===== src/sspc_defs.svh =====
// Register map, field layout and code constants of the sector program controller
// What this block does
// - An erase of the EEPROM-like memory covers exactly one 256-byte sector.
// - For EEPROM-like memory the sector comes from page-select bits 1-0 and bits 5-2 are ignored.
// - The offset register gives the low byte of the byte address inside the sector.
// - For main flash the sector comes from page-select bits 5-2 and bits 1-0 are the high offset bits.
// - A program operation writes the data register byte into the addressed location.
// - Type code 0xE6 asks for sector erase and 0x6E for byte programming, nothing else.
// - The first key must hold 5 or the operation is terminated.
// - The second key must hold hexadecimal A or the operation is terminated.
// - The third key must hold 9 or the operation is terminated.
// - The fourth key must hold 6 or the operation is terminated.
// - The processor is held idle while an operation runs and released when it ends.
`ifndef SSPC_DEFS_SVH
`define SSPC_DEFS_SVH

// Register indices; byte address is four times the index
`define SSPC_IDX_TYPE 8'hf2
`define SSPC_IDX_KEY1 8'hf3
`define SSPC_IDX_KEY2 8'hf4
`define SSPC_IDX_KEY3 8'hf5
`define SSPC_IDX_KEY4 8'hf6
`define SSPC_IDX_PAGE 8'hf7
`define SSPC_IDX_OFFSET 8'hfb
`define SSPC_IDX_DATA 8'hfc
`define SSPC_IDX_STATUS 8'hfd

`define SSPC_RESET_BYTE 8'h00
`define SSPC_PAGE_W 6

`define SSPC_TYPE_ERASE 8'he6
`define SSPC_TYPE_PROG 8'h6e
`define SSPC_KEY1_VAL 4'h5
`define SSPC_KEY2_VAL 4'ha
`define SSPC_KEY3_VAL 4'h9
`define SSPC_KEY4_VAL 4'h6

`define SSPC_MAIN_SECT_BYTES 11'h400
`define SSPC_EEP_SECT_BYTES 11'h100

// Status register bits
`define SSPC_ST_BUSY 0
`define SSPC_ST_ABORT 1
`define SSPC_ST_DONE 2

`endif


===== src/sspc_pkg.sv =====
// Types shared by the sector program controller modules
package sspc_pkg;
    typedef enum logic [5:0] {
        SSPC_IDLE = 6'b000001,
        SSPC_ARMED = 6'b000010,
        SSPC_K1 = 6'b000100,
        SSPC_K2 = 6'b001000,
        SSPC_K3 = 6'b010000,
        SSPC_BUSY = 6'b100000
    } sspc_state_t;
endpackage : sspc_pkg


===== src/sspc_unlock.sv =====
// Unlock sequencer: type code, four ordered keys, launch and wait
`timescale 1ns/1ps
`include "sspc_defs.svh"
module sspc_unlock
    import sspc_pkg::*;
(
    input wire logic ref_clk_i,
    input wire logic reset_i,
    input wire logic wr_type_i,
    input wire logic [3:0] wr_key_i,
    input wire logic [7:0] wdata_i,
    input wire logic done_i,
    output logic launch_o,
    output logic abort_o,
    output logic clear_o,
    output logic busy_o
);
    sspc_state_t state_r, state_nxt;

    always_comb begin
        state_nxt = state_r;
        launch_o = 1'b0;
        abort_o = 1'b0;
        unique case (state_r)
            SSPC_IDLE, SSPC_ARMED: begin
                if (wr_type_i) begin
                    // Any other code leaves the sequence unarmed
                    if (wdata_i == `SSPC_TYPE_ERASE || wdata_i == `SSPC_TYPE_PROG) begin
                        state_nxt = SSPC_ARMED;
                    end else begin
                        state_nxt = SSPC_IDLE;
                    end
                end else if (state_r == SSPC_ARMED && wr_key_i != 4'h0) begin
                    if (wr_key_i == 4'b0001 && wdata_i[3:0] == `SSPC_KEY1_VAL) begin
                        state_nxt = SSPC_K1;
                    end else begin
                        state_nxt = SSPC_IDLE;
                        abort_o = 1'b1;
                    end
                end else if (state_r == SSPC_IDLE && wr_key_i != 4'h0) begin
                    abort_o = 1'b1;
                end
            end
            SSPC_K1: begin
                if (wr_type_i || wr_key_i != 4'h0) begin
                    if (wr_key_i == 4'b0010 && wdata_i[3:0] == `SSPC_KEY2_VAL) begin
                        state_nxt = SSPC_K2;
                    end else begin
                        state_nxt = SSPC_IDLE;
                        abort_o = 1'b1;
                    end
                end
            end
            SSPC_K2: begin
                if (wr_type_i || wr_key_i != 4'h0) begin
                    if (wr_key_i == 4'b0100 && wdata_i[3:0] == `SSPC_KEY3_VAL) begin
                        state_nxt = SSPC_K3;
                    end else begin
                        state_nxt = SSPC_IDLE;
                        abort_o = 1'b1;
                    end
                end
            end
            SSPC_K3: begin
                if (wr_type_i || wr_key_i != 4'h0) begin
                    if (wr_key_i == 4'b1000 && wdata_i[3:0] == `SSPC_KEY4_VAL) begin
                        state_nxt = SSPC_BUSY;
                        launch_o = 1'b1;
                    end else begin
                        state_nxt = SSPC_IDLE;
                        abort_o = 1'b1;
                    end
                end
            end
            SSPC_BUSY: begin
                // Bus writes are not expected here: the processor is idle
                if (done_i) begin
                    state_nxt = SSPC_IDLE;
                end
            end
            default: state_nxt = SSPC_IDLE;
        endcase
    end

    always_ff @(posedge ref_clk_i) begin
        if (reset_i) begin
            state_r <= SSPC_IDLE;
        end else begin
            state_r <= state_nxt;
        end
    end

    assign busy_o = (state_r == SSPC_BUSY);
    assign clear_o = abort_o | (busy_o & done_i);

    a_launch_needs_key4: assert property (
        @(posedge ref_clk_i) disable iff (reset_i)
        launch_o |-> state_r == SSPC_K3 && wr_key_i[3] && wdata_i[3:0] == `SSPC_KEY4_VAL)
        else $error("launch without full key sequence");
    a_bad_key1_abort: assert property (
        @(posedge ref_clk_i) disable iff (reset_i)
        (state_r == SSPC_ARMED && wr_key_i == 4'b0001 && wdata_i[3:0] != 4'h5)
        |=> state_r == SSPC_IDLE)
        else $error("wrong first key did not terminate");
    a_busy_till_done: assert property (
        @(posedge ref_clk_i) disable iff (reset_i)
        (busy_o && !done_i) |=> busy_o)
        else $error("busy dropped before done");
    c_launch: cover property (@(posedge ref_clk_i) disable iff (reset_i) launch_o);
    c_abort: cover property (@(posedge ref_clk_i) disable iff (reset_i) abort_o);
endmodule : sspc_unlock


===== src/sspc_ctrl.sv =====
// APB register front end and launch path for self sector programming
`timescale 1ns/1ps
`include "sspc_defs.svh"
module sspc_ctrl
    import sspc_pkg::*;
(
    input wire logic ref_clk_i,
    input wire logic reset_i,
    input wire logic psel,
    input wire logic penable,
    input wire logic pwrite,
    input wire logic [11:0] paddr,
    input wire logic [31:0] pwdata,
    output logic [31:0] prdata,
    output logic pready,
    output logic pslverr,
    input wire logic target_eeprom_i,
    input wire logic flash_done_i,
    output logic flash_start_o,
    output logic flash_erase_o,
    output logic flash_program_o,
    output logic flash_eeprom_o,
    output logic [13:0] flash_addr_o,
    output logic [10:0] flash_len_o,
    output logic [7:0] flash_data_o,
    output logic cpu_idle_o
);
    function automatic logic [11:0] reg_addr(input logic [7:0] idx);
        reg_addr = {2'b00, idx, 2'b00};
    endfunction : reg_addr

    function automatic logic [13:0] byte_addr(input logic eep, input logic [5:0] page,
                                              input logic [7:0] offs);
        if (eep) begin
            byte_addr = {4'h0, page[1:0], offs};
        end else begin
            byte_addr = {page[5:2], page[1:0], offs};
        end
    endfunction : byte_addr

    logic [7:0] type_r, type_nxt;
    logic [3:0] key_r [4];
    logic [3:0] key_nxt [4];
    logic [5:0] page_r, page_nxt;
    logic [7:0] offs_r, offs_nxt;
    logic [7:0] data_r, data_nxt;
    logic abort_seen_r, abort_seen_nxt;
    logic done_seen_r, done_seen_nxt;
    logic start_r, start_nxt;
    logic erase_r, erase_nxt;
    logic prog_r, prog_nxt;
    logic eep_r, eep_nxt;
    logic [13:0] addr_r, addr_nxt;
    logic [10:0] len_r, len_nxt;
    logic [7:0] fdata_r, fdata_nxt;
    logic [31:0] rdata_r, rdata_nxt;

    logic access;
    logic mapped;
    logic wr_en;
    logic rd_en;
    logic wr_type;
    logic [3:0] wr_key;
    logic launch;
    logic abort;
    logic clear;
    logic busy;

    assign access = psel & penable;
    assign wr_en = access & pwrite & mapped;
    // Read data is fetched in the setup cycle so it stands through the access phase
    assign rd_en = psel & ~penable & ~pwrite & mapped;
    assign wr_type = wr_en && paddr == reg_addr(`SSPC_IDX_TYPE);

    always_comb begin
        mapped = 1'b0;
        wr_key = 4'h0;
        unique case (paddr)
            reg_addr(`SSPC_IDX_TYPE), reg_addr(`SSPC_IDX_PAGE), reg_addr(`SSPC_IDX_OFFSET),
            reg_addr(`SSPC_IDX_DATA), reg_addr(`SSPC_IDX_STATUS): mapped = 1'b1;
            reg_addr(`SSPC_IDX_KEY1): begin
                mapped = 1'b1;
                wr_key[0] = wr_en;
            end
            reg_addr(`SSPC_IDX_KEY2): begin
                mapped = 1'b1;
                wr_key[1] = wr_en;
            end
            reg_addr(`SSPC_IDX_KEY3): begin
                mapped = 1'b1;
                wr_key[2] = wr_en;
            end
            reg_addr(`SSPC_IDX_KEY4): begin
                mapped = 1'b1;
                wr_key[3] = wr_en;
            end
            default: mapped = 1'b0;
        endcase
    end

    // Zero wait states; unmapped addresses answer with an error
    assign pready = 1'b1;
    assign pslverr = access & ~mapped;
    assign prdata = rdata_r;

    sspc_unlock u_unlock (
        .ref_clk_i(ref_clk_i),
        .reset_i(reset_i),
        .wr_type_i(wr_type),
        .wr_key_i(wr_key),
        .wdata_i(pwdata[7:0]),
        .done_i(flash_done_i),
        .launch_o(launch),
        .abort_o(abort),
        .clear_o(clear),
        .busy_o(busy)
    );

    // Register file next state
    always_comb begin
        type_nxt = type_r;
        key_nxt = key_r;
        page_nxt = page_r;
        offs_nxt = offs_r;
        data_nxt = data_r;
        if (wr_type) begin
            type_nxt = pwdata[7:0];
        end
        for (int i = 0; i < 4; i++) begin
            if (wr_key[i]) begin
                key_nxt[i] = pwdata[3:0];
            end
        end
        if (wr_en && paddr == reg_addr(`SSPC_IDX_PAGE)) begin
            page_nxt = pwdata[5:0];
        end
        if (wr_en && paddr == reg_addr(`SSPC_IDX_OFFSET)) begin
            offs_nxt = pwdata[7:0];
        end
        if (wr_en && paddr == reg_addr(`SSPC_IDX_DATA)) begin
            data_nxt = pwdata[7:0];
        end
        // Clear wins over the write that caused an abort
        if (clear) begin
            type_nxt = `SSPC_RESET_BYTE;
            for (int i = 0; i < 4; i++) begin
                key_nxt[i] = 4'h0;
            end
        end
    end

    // Status and read data
    always_comb begin
        abort_seen_nxt = abort_seen_r;
        done_seen_nxt = done_seen_r;
        if (launch) begin
            abort_seen_nxt = 1'b0;
            done_seen_nxt = 1'b0;
        end
        if (abort) begin
            abort_seen_nxt = 1'b1;
        end
        if (busy && flash_done_i) begin
            done_seen_nxt = 1'b1;
        end
        rdata_nxt = 32'h0;
        if (rd_en) begin
            unique case (paddr)
                reg_addr(`SSPC_IDX_TYPE): rdata_nxt = {24'h0, type_r};
                reg_addr(`SSPC_IDX_KEY1): rdata_nxt = {28'h0, key_r[0]};
                reg_addr(`SSPC_IDX_KEY2): rdata_nxt = {28'h0, key_r[1]};
                reg_addr(`SSPC_IDX_KEY3): rdata_nxt = {28'h0, key_r[2]};
                reg_addr(`SSPC_IDX_KEY4): rdata_nxt = {28'h0, key_r[3]};
                reg_addr(`SSPC_IDX_PAGE): rdata_nxt = {26'h0, page_r};
                reg_addr(`SSPC_IDX_OFFSET): rdata_nxt = {24'h0, offs_r};
                reg_addr(`SSPC_IDX_DATA): rdata_nxt = {24'h0, data_r};
                default: rdata_nxt = {29'h0, done_seen_r, abort_seen_r, busy};
            endcase
        end
    end

    // Flash request latched at launch so later writes cannot disturb it
    always_comb begin
        start_nxt = launch;
        erase_nxt = erase_r;
        prog_nxt = prog_r;
        eep_nxt = eep_r;
        addr_nxt = addr_r;
        len_nxt = len_r;
        fdata_nxt = fdata_r;
        if (launch) begin
            erase_nxt = (type_r == `SSPC_TYPE_ERASE);
            prog_nxt = (type_r == `SSPC_TYPE_PROG);
            eep_nxt = target_eeprom_i;
            addr_nxt = byte_addr(target_eeprom_i, page_r, offs_r);
            fdata_nxt = data_r;
            if (type_r == `SSPC_TYPE_ERASE) begin
                // Erase starts at the sector base
                addr_nxt[7:0] = 8'h00;
                if (!target_eeprom_i) begin
                    addr_nxt[9:8] = 2'b00;
                end
            end
            len_nxt = target_eeprom_i ? `SSPC_EEP_SECT_BYTES : `SSPC_MAIN_SECT_BYTES;
        end else if (busy && flash_done_i) begin
            erase_nxt = 1'b0;
            prog_nxt = 1'b0;
        end
    end

    always_ff @(posedge ref_clk_i) begin
        if (reset_i) begin
            type_r <= `SSPC_RESET_BYTE;
            for (int i = 0; i < 4; i++) begin
                key_r[i] <= 4'h0;
            end
            page_r <= 6'h00;
            offs_r <= `SSPC_RESET_BYTE;
            data_r <= `SSPC_RESET_BYTE;
            abort_seen_r <= 1'b0;
            done_seen_r <= 1'b0;
            start_r <= 1'b0;
            erase_r <= 1'b0;
            prog_r <= 1'b0;
            eep_r <= 1'b0;
            addr_r <= 14'h0000;
            len_r <= 11'h000;
            fdata_r <= 8'h00;
            rdata_r <= 32'h0;
        end else begin
            type_r <= type_nxt;
            key_r <= key_nxt;
            page_r <= page_nxt;
            offs_r <= offs_nxt;
            data_r <= data_nxt;
            abort_seen_r <= abort_seen_nxt;
            done_seen_r <= done_seen_nxt;
            start_r <= start_nxt;
            erase_r <= erase_nxt;
            prog_r <= prog_nxt;
            eep_r <= eep_nxt;
            addr_r <= addr_nxt;
            len_r <= len_nxt;
            fdata_r <= fdata_nxt;
            rdata_r <= rdata_nxt;
        end
    end

    assign flash_start_o = start_r;
    assign flash_erase_o = erase_r;
    assign flash_program_o = prog_r;
    assign flash_eeprom_o = eep_r;
    assign flash_addr_o = addr_r;
    assign flash_len_o = len_r;
    assign flash_data_o = fdata_r;
    // Holds the processor from the launching write until done
    assign cpu_idle_o = busy;

    a_start_after_launch: assert property (
        @(posedge ref_clk_i) disable iff (reset_i)
        launch |=> flash_start_o && cpu_idle_o)
        else $error("start or idle missing after launch");
    a_clear_type_keys: assert property (
        @(posedge ref_clk_i) disable iff (reset_i)
        clear |=> type_r == 8'h00 && key_r[3] == 4'h0)
        else $error("type or key not cleared");
    a_eep_len_256: assert property (
        @(posedge ref_clk_i) disable iff (reset_i)
        (launch && target_eeprom_i) |=> flash_len_o == 11'h100 && flash_addr_o[13:10] == 4'h0)
        else $error("eeprom sector size wrong");
    a_eep_sector_bits: assert property (
        @(posedge ref_clk_i) disable iff (reset_i)
        (launch && target_eeprom_i) |=> flash_addr_o[9:8] == $past(page_r[1:0]))
        else $error("eeprom sector not taken from low page bits");
    a_main_addr_map: assert property (
        @(posedge ref_clk_i) disable iff (reset_i)
        (launch && !target_eeprom_i && type_r == 8'h6e)
        |=> flash_addr_o == {$past(page_r), $past(offs_r)})
        else $error("main flash address wrong");
    a_main_sector_bits: assert property (
        @(posedge ref_clk_i) disable iff (reset_i)
        (launch && !target_eeprom_i) |=> flash_addr_o[13:10] == $past(page_r[5:2]))
        else $error("main flash sector not taken from high page bits");
    a_erase_at_base: assert property (
        @(posedge ref_clk_i) disable iff (reset_i)
        (launch && type_r == `SSPC_TYPE_ERASE) |=> flash_addr_o[7:0] == 8'h00)
        else $error("erase does not start at sector base");
    a_prog_data_copy: assert property (
        @(posedge ref_clk_i) disable iff (reset_i)
        launch |=> flash_data_o == $past(data_r))
        else $error("program data not copied");
    a_launch_type_valid: assert property (
        @(posedge ref_clk_i) disable iff (reset_i)
        launch |-> type_r == `SSPC_TYPE_ERASE || type_r == `SSPC_TYPE_PROG)
        else $error("launch with an unknown type code");
    a_one_op_kind: assert property (
        @(posedge ref_clk_i) disable iff (reset_i)
        flash_start_o |-> flash_erase_o != flash_program_o)
        else $error("start without exactly one operation");
    a_release_on_done: assert property (
        @(posedge ref_clk_i) disable iff (reset_i)
        (busy && flash_done_i) |=> !cpu_idle_o && !flash_erase_o && !flash_program_o)
        else $error("operation not released after done");
    c_erase_run: cover property (@(posedge ref_clk_i) disable iff (reset_i)
        flash_start_o && flash_erase_o);
    c_prog_done: cover property (@(posedge ref_clk_i) disable iff (reset_i)
        flash_program_o ##[1:50] flash_done_i);
endmodule : sspc_ctrl


===== config.mk =====
export PLATFORM = sky130hd
export DESIGN_NAME = sspc_ctrl
export DESIGN_NICKNAME = d
export VERILOG_FILES = /design/src/sspc_pkg.sv /design/src/sspc_unlock.sv /design/src/sspc_ctrl.sv
export VERILOG_INCLUDE_DIRS = /design/src
export SDC_FILE = /design/constraint.sdc
export NUM_CORES = 1
export LEC_CHECK = 0
export BUFFER_PORTS_ARGS = -buffer_cell sky130_fd_sc_hd__buf_2
export CAP_MARGIN = 20
export CORE_ASPECT_RATIO = 1.5
export CORE_MARGIN = 4
export CORE_UTILIZATION = 45
export CTS_CLUSTER_DIAMETER = 80
export DETAILED_ROUTE_END_ITERATION = 7
export GPL_TIMING_DRIVEN = 0
export HOLD_SLACK_MARGIN = 0.08
export PLACE_DENSITY = 0.7
export SYNTH_ARGS = -nofsm -noshare
export SYNTH_HDL_FRONTEND = slang
export SYNTH_SLANG_ARGS = --single-unit

===== constraint.sdc =====
create_clock -name ref_clk_i -period 2.4 [get_ports ref_clk_i]
set_clock_uncertainty 0.15 [all_clocks]
set_input_delay 0.36 -clock ref_clk_i [delete_from_list [all_inputs] [get_ports ref_clk_i]]
set_output_delay 0.36 -clock ref_clk_i [all_outputs]
set_load 0.02 [all_outputs]

== After elaboration in Yosys (flattened, before gate mapping) ==
Cells that the tools add are included.
Cells by class
  equal/unequal tests: 32
  muxes and demuxes: 42
  bitwise gates (word level): 13
  reductions and logical operators: 21
Operators with widths (number)
  12-bit by 10-bit == test with 1-bit output, second input constant: 9
  8-bit case mux with 8 select lines: 1
  6-bit two-way mux: 7
  6-bit case mux with 5 select lines: 1
  1-bit two-way mux: 24
  8-bit by 7-bit == test with 1-bit output, second input constant: 2
  8-bit == test, second input constant: 2
  14-bit two-way mux: 1
  4-bit by 3-bit == test with 1-bit output, second input constant: 3
  4-bit == test, second input constant: 3
  1-bit logical AND: 11
  11-bit two-way mux: 1
  10-bit two-way mux: 1
  9-bit OR reduction: 1
  1-bit AND: 8
  6-bit by 1-bit == test with 1-bit output, second input constant: 1
  6-bit by 2-bit == test with 1-bit output, second input constant: 1
  6-bit by 3-bit == test with 1-bit output, second input constant: 1
  6-bit by 4-bit == test with 1-bit output, second input constant: 1
  6-bit by 5-bit == test with 1-bit output, second input constant: 1
  6-bit == test, second input constant: 1
  2-bit by 1-bit inequality test with 1-bit output, second input constant: 3
  2-bit OR reduction: 3
  5-bit two-way mux: 1
  other kinds (14): 20
Word-level totals
  register bits after elaboration: 123
  input bits: 51
  output and inout bits: 72

== Depth between registers and ports, before layout ==
Gate-level depths: netlist (run 1).
  depth after elaboration: 13
  depth in mapped cells: 9
  depth with buffers taken out: 6

== Modules after synthesis ==
A second synthesis (run 1) with hierarchy kept.
Unflattened totals
  cell total of the unflattened synthesis: 528
  area, all modules: 4478.0 um^2
By module, submodules not included
  sspc_ctrl: instances 1, cells an instance 443, area an instance 3858.7 um^2
  sspc_unlock: instances 1, cells an instance 85, area an instance 619.3 um^2

== Least setup slack after synthesis (run 1) ==
No wires, ideal clock.
  kind: register to register
  start point: reg u_unlock.state_r[2]
  end point: reg key_r[15] (netlist bit)
  library setup time: 115 ps
  data arrival time: 2094 ps
  data required time: 2135 ps
  path slack: 41 ps
  cell stages (with the launch flop): 9
  clock period less this slack: 2359 ps
  cell sequence: dfxtp_1 > buf_4 > or3_1 > nor4b_2 > nand2_1 > nand2_1 > a211o_2 > buf_6 > nor2_2
RTL lines
  from (decl): line sspc_unlock.sv:18  | sspc_state_t state_r, state_nxt;
  from (signal assigned): line sspc_unlock.sv:89  | state_r <= state_nxt;
  6-bit == test: line sspc_unlock.sv:93  | assign busy_o = (state_r == SSPC_BUSY);
  via cpu_idle_o: line sspc_ctrl.sv:26  | output logic cpu_idle_o
  1-bit AND: line sspc_unlock.sv:94  | assign clear_o = abort_o | (busy_o & done_i);
  1-bit OR: line sspc_unlock.sv:94
  2-bit OR reduction (no line)
  to (signal assigned): line sspc_ctrl.sv:232  | key_r <= key_nxt;
  to (decl): line sspc_ctrl.sv:42  | logic [3:0] key_r [4];
The timed path passes the listed nets, and every way through them passes these cells.
A chain may end at the register's enable or synchronous reset.

== Final worst setup path (run 1) ==
  start point: reg u_unlock.state_r[2]
  end point: out cpu_idle_o
Between the ends
  word-level cells in the longest chain between the ends: 1
Ends and longest elaborated chain (line)
  6-bit == test: sspc_unlock.sv:93
  to (decl): sspc_ctrl.sv:26
Every way passes these cells.

==> impl_metrics.toml, run 1 <==
[sta]
period_share_pct = 96.7
hold_viol = 0
tightestPinTransition_ps = 692
slew_headroom_pct = 53.9
drv_slew = 0
min_period_ps = 2320
fmax_ghz = 0.431
setup_viol = 0

[synth]
syn-cell-area_um2 = 4430
synthSimpleGateAreaFrac_pct = 25.7
synth_edf_count = 0
yosys.area_share.xor_xnor_pct = 0.791
async_flop_share_pct = 0
synth-seq-cells = 89
syn_area_per_cell_um2 = 8.67
synthAdderAreaFrac_pct = 0
netlist_instances = 511
synthMuxAreaShare_pct = 7.51
synth_top_family_by_area = "simple AND/OR/NAND/NOR gates"
yosysWarnings = 0
synth_compound_area_share_pct = 15.4
ys_seq_area_share_pct = 40.2
synth_cell_types = 64
synthFlopType = "dfxtp_1"

[cells_and_area]
diodes = 0
drive_gt1_share_pct = 28.6
layout_commonest_cell = "dfxtp_1"
fill_cells = 911
area_growth_syn_to_layout_pct = 21.9
final_core_util_pct = 56.1
layout_common_cells = "89 x dfxtp_1, 76 x buf_2, 74 x nand2_1"
fin_nets = 671

[routing]
first_pass_iters = 5
viasPerCell = 5.44
vias = 4022
routed_wl_um = 12300
postRouteAntennaNets = 0
drt-initial-drc-count = 266
post_drt_wl_per_cell_um = 16.6
drc_errors = 0

[floorplanning]
die_h_um = 130
dieArea_um2 = 11500
die_x_um = 89.0
rows = 44
boundaryPins = 123
core_um2 = 9630
start_util_pct = 46.0

[clock_network]
h-tree-depth = 3
cts-root-buf = "clkbuf_16"
clk_pin_slew_ps = 60
cts_max_path_buffers = 2
cts_made_buffers = 9
hold_buffers = 0
clk_latency_ps = 340
tritoncts = "yes"
clock_sinks = 89

[grt]
grt_pass1_wl_um = 18700
grt_max_degree = 15
grt-ovfl-total = 0
antenna_found_initial = 0
grtUsageTotal_pct = 21.2
first_global_vias = 3773

[place]
io_buffers = 64
gp_congestion = 0.906
dp_hpwl_um = 9410

[power]
power.total_mw = 3.22
p_leak_nw = 2.24
p_per_area_nw_per_um2 = 596
ir_worst_vdd_mv = 0.404

[critical_path]
arrival_ps = 1810
worstPathMaxFanout = 10
critPathLaunchType = "flip-flop"
cp.required_ps = 1890
critical_path_class = "reg2out"
end_kind = "output port"

[status]
outcome = "completed"

[worst_hold_path]
hold_class = "in2reg"

[run]
cap_violations = 0
-- power by group --
part	leakage [nW]	total [mW]	switching (mW)	internal (mW)
clock network	0.153	1.50	0.556	0.943
logic	1.37	0.244	0.156	0.0881
registers	0.716	1.48	0.0000143	1.48
-- registers in the layout, indices dropped and copies added, names as in the netlist, 2 cells and up --
signal            cells
type_r                8
flash_len_o           2
data_r                8
flash_data_o          8
u_unlock.state_r      6
key_r                16
prdata                8
page_r                6
offs_r                8
flash_addr_o         14
-- metal layers --
| layer | up-vias | global-route usage, % | share of wire [%] |
|---|---|---|---|
| met5 | - | 0 | 0 |
| met4 | 0 | 13.1 | 5.2 |
| met3 | 44 | 4.39 | 6.6 |
| met2 | 178 | 36.9 | 51 |
| met1 | 1854 | 22.9 | 37 |
| li1 | 1946 | - | - |
-- cell usage after synthesis, types with 6 or more instances --
| cell | number | share of area [%] |
|---|---|---|
| dfxtp_1 | 89 | 40 |
| nand2_1 | 74 | 6.3 |
| a21oi_1 | 42 | 4.7 |
| nor2_1 | 40 | 3.4 |
| buf_4 | 38 | 6.4 |
| mux2i_1 | 31 | 7.0 |
| nand3_1 | 24 | 2.7 |
| a22oi_1 | 13 | 2.2 |
| buf_2 | 13 | 1.5 |
| a21oi_2 | 12 | 2.4 |
| clkbuf_1 | 11 | 0.93 |
| nor2_2 | 11 | 1.6 |
| nor2b_1 | 7 | 0.99 |
| nand3b_1 | 6 | 1.0 |
| o21ai_0 | 6 | 0.68 |
-- cell families after synthesis --
family                 after synthesis
XOR/XNOR                             4
flip-flops                          89
other                                2
multiplexers                        32
AO/OA/AOI/OAI                      100
AND/OR/NAND/NOR                    213
buffers and inverters               71
-- worst max-delay path, cell delays in order (launching register included) --
cell and delay [ps]:
dfxtp_1 300, buf_4 160, or3_4 430, nor4b_4 350
buf_2 230
-- path summary, 6_finish.rpt --
kind / start / endpoint / slack [ps] / cells past startpoint
worst max-delay path: u_unlock.state_r[2]$_SDFFE_PP0P_ / cpu_idle_o / 80 / 4
worst min-delay path: pwdata[7] / type_r[7]$_SDFFE_PP0P_ / 170 / 3
worst max register to register: u_unlock.state_r[2]$_SDFFE_PP0P_ / key_r[14]$_SDFFE_PP0P_ / 110 / 7
worst min register to register: flash_data_o[5]$_SDFFE_PP0P_ / flash_data_o[5]$_SDFFE_PP0P_ / 300 / 2
-- per-stage QoR --
step                      setup slack, ps  TNS, ps  hold WS [ps]  std cells  cell area [um^2]
after global placement               -292    -9510           288        722              5020
after global routing                -25.8     -355           172        740              5400
after CTS                           -26.1     -341           155        738              5350
final                                78.9        0           167        740              5400
after detailed placement             -351   -11770           292        722              5020
after floorplan                      41.1        0           279        543              4550
-- final cells by class --
type                       count  area, um^2  share of cell area [%]
sequential                    89        1780                    33.0
multi-input combinational    383        2350                    43.6
buffer                        64         432                    7.99
clock buffer                  12         246                    4.56
inverter                       5        18.8                   0.347
timing repair buffer          68         350                    6.48
tap                          115         144                    2.66
clock inverter                 4        76.3                    1.41
-- repair_timing --
item	CTS	global route
pin swaps	0	2
setup endpoints to repair	22	50
resized for setup	2	6
buffers inserted	0	4
No activity file was read; power rests on OpenSTA's default activity.
==> run 2, diff against run 1 <==
--- a/config.mk
+++ b/config.mk
@@ -15,6 +15,7 @@
 export DETAILED_ROUTE_END_ITERATION = 7
 export GPL_TIMING_DRIVEN = 0
 export HOLD_SLACK_MARGIN = 0.08
+export MAX_ROUTING_LAYER = met4
 export PLACE_DENSITY = 0.7
 export SYNTH_ARGS = -nofsm -noshare
 export SYNTH_HDL_FRONTEND = slang
==> impl_metrics.toml, run 2 (synthesis results as in run 1) <==
[clock_network]
clk_pin_slew_ps = 70
cts-root-buf = "clkbuf_16"
cts_max_path_buffers = 2
clock_sinks = 89
clk_latency_ps = 350
tritoncts = "yes"
h-tree-depth = 3
cts_made_buffers = 9
hold_buffers = 0

[sta]
fmax_ghz = 0.433
drv_slew = 0
tightestPinTransition_ps = 682
slew_headroom_pct = 54.5
period_share_pct = 96.2
hold_viol = 0
min_period_ps = 2310
setup_viol = 0

[critical_path]
regToRegStartpoint = "u_unlock.state_r[2]$_SDFFE_PP0P_"
cp.required_ps = 2490
r2r_cells = 7
reg2reg_to = "key_r[7]$_SDFFE_PP0P_"
critical_path_class = "reg2reg"
critPathLaunchType = "flip-flop"
end_kind = "flip-flop"
worstPathMaxFanout = 10
arrival_ps = 2400
r2r_slack_ps = 90

[floorplanning]
dieArea_um2 = 11500
die_x_um = 89.0
rows = 44
die_h_um = 130
start_util_pct = 46.0
core_um2 = 9630
boundaryPins = 123

[routing]
routed_wl_um = 12400
viasPerCell = 5.32
vias = 3938
post_drt_wl_per_cell_um = 16.7
drt-initial-drc-count = 223
drc_errors = 0
first_pass_iters = 4
postRouteAntennaNets = 0

[grt]
busiest_layer = "met2"
use_met3_pct = 3.56
grt_util_met1_pct = 24.8
grtUsageTotal_pct = 22.8
first_global_vias = 3768
grt_pass1_wl_um = 19400
grt_util_met2_pct = 40.0
antenna_found_initial = 0
grt_max_degree = 16
grt-ovfl-total = 0

[cells_and_area]
drive_gt1_share_pct = 29.1
layout_common_cells = "89 x dfxtp_1, 76 x buf_2, 74 x nand2_1"
largest_register_ffs = 16
fin_nets = 671
area_growth_syn_to_layout_pct = 22.0
diodes = 0
stdcell_area_um2 = 5410
fill_cells = 890
layout_commonest_cell = "dfxtp_1"
regMostFlops = "key_r"
final_core_util_pct = 56.1

[power]
power_frac_comb_pct = 7.6
p_per_area_nw_per_um2 = 589
power.total_mw = 3.19
p_int_mw = 2.43
ir_worst_vdd_mv = 0.439
p_sw_mw = 0.752
pwr-share-clk_pct = 46.0
seq_power_share_pct = 46.3
p_leak_nw = 2.24
sw_frac_of_total_pct = 23.6

[place]
place_area_um2 = 5020
io_buffers = 64
dp_hpwl_um = 9570
gp_congestion = 0.912

[worst_hold_path]
hold_class = "in2reg"
hp-start = "flash_done_i"
min_to = "u_unlock.state_r[5]$_SDFFE_PP0P_"
min_path_cells = 3

[status]
outcome = "completed"

[run]
cap_violations = 0
-- run 2: stage by stage --
step           TNS, ps  setup slack (ps)  instances  hold WS (ps)
2_1_floorplan        0              41.1        543           279
3_3_place_gp    -10150              -300        722           288
3_5_place_dp    -13350              -384        722           292
4_1_cts              0             0.465        739           156
5_1_grt          -47.1             -13.8        740           167
6_report             0              90.8        740           160
-- run 2: power groups by stage --
stage	registers, mW	clock network (mW)	logic [mW]
finish	1.48	1.47	0.243
global route	1.48	1.53	0.264
CTS	1.48	1.48	0.236
detailed placement	1.51	0	0.236
global placement	1.51	0	0.234
floorplan	1.51	0	0.169
-- run 2: layout make-up --
class	count	area [um^2]	area share [%]
multi-input combinational	383	2370	43.8
buffer	64	432	7.98
sequential	89	1780	32.9
inverter	5	18.8	0.347
clock inverter	5	62.6	1.16
tap	115	144	2.66
clock buffer	11	253	4.67
timing repair buffer	68	350	6.48
-- run 2: critical path, stage by stage, from the launching register on --
cell	delay [ps]
dfxtp_1	300
buf_4	160
or3_4	430
nor3_4	290
nor4bb_4	360
a211o_2	240
buf_6	200
nor2_2	50
-- run 2: metal layers --
metal	part of all wire (%)	wire length [um]
met5	0	0
met4	4.0	500
met3	6.0	738
met2	51	6330
met1	39	4800
-- run 2: how the worst max path moves through the flow --
stage,from,endpoint,slack (ps),depth (start not counted)
2_1_floorplan,u_unlock.state_r[2]$_SDFFE_PP0P_,key_r[15]$_SDFFE_PP0P_,40,8
3_3_place_gp,paddr[4],flash_erase_o$_SDFFE_PP0P_,-300,7
3_5_place_dp,paddr[1],flash_program_o$_SDFFE_PP0P_,-380,9
4_1_cts,u_unlock.state_r[3]$_SDFFE_PP0P_,key_r[15]$_SDFFE_PP0P_,0.5,7
5_1_grt,u_unlock.state_r[2]$_SDFFE_PP0P_,key_r[14]$_SDFFE_PP0P_,-10,7
6_report,u_unlock.state_r[2]$_SDFFE_PP0P_,key_r[7]$_SDFFE_PP0P_,90,7
-- run 2: timing repair --
action                     in CTS  in global routing
setup endpoints to repair      27                 34
buffers inserted                1                  3
pin swaps                       1                  3
hold endpoints to repair        0                  0
resized for setup               3                  6
cloned                          0                  0
==> run 3, diff against run 2 <==
--- a/config.mk
+++ b/config.mk
@@ -9,14 +9,13 @@
 export BUFFER_PORTS_ARGS = -buffer_cell sky130_fd_sc_hd__buf_2
 export CAP_MARGIN = 20
 export CORE_ASPECT_RATIO = 1.5
-export CORE_MARGIN = 4
-export CORE_UTILIZATION = 45
+export CORE_MARGIN = 1.5
+export CORE_UTILIZATION = 25
 export CTS_CLUSTER_DIAMETER = 80
 export DETAILED_ROUTE_END_ITERATION = 7
 export GPL_TIMING_DRIVEN = 0
 export HOLD_SLACK_MARGIN = 0.08
 export MAX_ROUTING_LAYER = met4
-export PLACE_DENSITY = 0.7
 export SYNTH_ARGS = -nofsm -noshare
 export SYNTH_HDL_FRONTEND = slang
 export SYNTH_SLANG_ARGS = --single-unit
==> impl_metrics.toml, run 3 (synthesis results as in run 1) <==
[cells_and_area]
drive_gt1_share_pct = 29.2
largest_register_ffs = 16
area_growth_syn_to_layout_pct = 24.3
diodes = 0
layout_commonest_cell = "dfxtp_1"
final_core_util_pct = 31.7
fin_nets = 672
regMostFlops = "key_r"
layout_common_cells = "89 x dfxtp_1, 76 x buf_2, 74 x nand2_1"
fill_cells = 1862

[routing]
postRouteAntennaNets = 0
drt-initial-drc-count = 318
viasPerCell = 4.70
routed_wl_um = 13500
post_drt_wl_per_cell_um = 16.0
drc_errors = 0
vias = 3947
first_pass_iters = 6

[critical_path]
critical_path_class = "reg2reg"
cpPeakStageDelay_ps = 430
critPathLaunchType = "flip-flop"
arrival_ps = 2460
worstPathMaxFanout = 10
cp_slowest_cell = "or3_4"
timing.critical_path.cells = "buf_4, or3_4, nor3_4, nor4bb_1, a211o_2, buf_6, nor2_2"
cp.required_ps = 2490
end_kind = "flip-flop"

[grt]
grt_pass1_wl_um = 21100
grt_max_degree = 16
first_global_vias = 3793
grtUsageTotal_pct = 15.1
grt-ovfl-total = 0
antenna_found_initial = 0

[worst_hold_path]
hold_class = "in2reg"

[sta]
drv_slew = 0
period_share_pct = 98.9
hold_viol = 0
hold_slack_ps = 168
slew_headroom_pct = 51.6
setup_viol = 0
worst_slack_ps = 27.5
tightestPinTransition_ps = 725
fmax_ghz = 0.421
min_period_ps = 2370

[clock_network]
cts_max_path_buffers = 2
clock_sinks = 89
tritoncts = "yes"
h-tree-depth = 3
clk_pin_slew_ps = 60
clk_latency_ps = 350
cts_made_buffers = 9
cts-root-buf = "clkbuf_16"

[place]
io_buffers = 64
pre_cts_ws_ps = -465
dp_hpwl_um = 10300
gp_congestion = 0.883

[floorplanning]
core_um2 = 17300
start_util_pct = 25.5
rows = 59
boundaryPins = 123
dieArea_um2 = 18600
die_x_um = 112
die_h_um = 166

[run]
cap_violations = 0

[power]
p_per_area_nw_per_um2 = 568
p_leak_nw = 2.23
ir_worst_vdd_mv = 0.398

[status]
outcome = "completed"
[run 3: cell types whose count changed in the layout (fill, tap and decap cells not counted)]
cell       previous run  this run
nor2_1               40        39
clkinv_2              0         3
nor4bb_4              1         0
nor2_2               10        11
clkinv_4              1         0
buf_4                42        43
a2111oi_0             1         0
nor4bb_1              4         5
a2111oi_1             0         1
clkbuf_8              2         0
[run 3: final timing paths]
| check | to | cells past startpoint | slack, ps | from |
|---|---|---|---|---|
| max | key_r[4]$_SDFFE_PP0P_ | 7 | 30 | u_unlock.state_r[2]$_SDFFE_PP0P_ |
| min | type_r[7]$_SDFFE_PP0P_ | 3 | 170 | pwdata[7] |
| max reg2reg | key_r[4]$_SDFFE_PP0P_ | 7 | 30 | u_unlock.state_r[2]$_SDFFE_PP0P_ |
| min reg2reg | key_r[3]$_SDFFE_PP0P_ | 2 | 290 | key_r[3]$_SDFFE_PP0P_ |
[run 3: through the flow]
stage | instance area [um^2] | power [mW] | TNS [ps] | std cells
after floorplan | 4550 | 1.68 | 0 | 543
after global placement | 5140 | 1.75 | -19020 | 820
after detailed placement | 5140 | 1.75 | -19990 | 820
after CTS | 5470 | 3.15 | -4.13 | 837
after global routing | 5510 | 3.23 | -631 | 839
final | 5510 | 3.13 | 0 | 839
[run 3: metal layers]
layer | vias to the layer above | part of all wire, % | track usage, %
li1 | 1949 | - | -
met1 | 1814 | 40 | 16.6
met2 | 152 | 50 | 25.6
met3 | 32 | 5.3 | 2.96
met4 | 0 | 4.3 | 7.98
met5 | - | 0 | -
[run 3: layout make-up]
type	instances	area, um^2	share of cell area [%]
Multi-Input combinational cell	383	2360	42.8
Tap cell	213	267	4.84
Clock inverter	7	68.8	1.25
Buffer	64	432	7.84
Sequential cell	89	1780	32.4
Inverter	5	18.8	0.341
Timing Repair Buffer	69	358	6.50
Clock buffer	9	225	4.09
[run 3: worst max-delay path: cells and delay by family (launching register included)]
family | cells | cell delay, ps
simple gates | 4 | 1190
buf+inv | 2 | 360
flops | 1 | 300
compound gates | 1 | 260
[run 3: timing repair]
| item | CTS | global route |
|---|---|---|
| endpoints found under the setup margin | 54 | 54 |
| buffers inserted | 1 | 4 |
| pin swaps | 2 | 2 |
| resized for setup | 4 | 5 |
| hold buffers | 0 | 0 |
[run 3: where the power goes]
part | internal, mW | total (mW) | switching [mW]
sequential | 1.48 | 1.48 | 0.0000132
combinational | 0.0882 | 0.246 | 0.158
clock | 0.804 | 1.41 | 0.603
total | 2.37 | 3.13 | 0.761
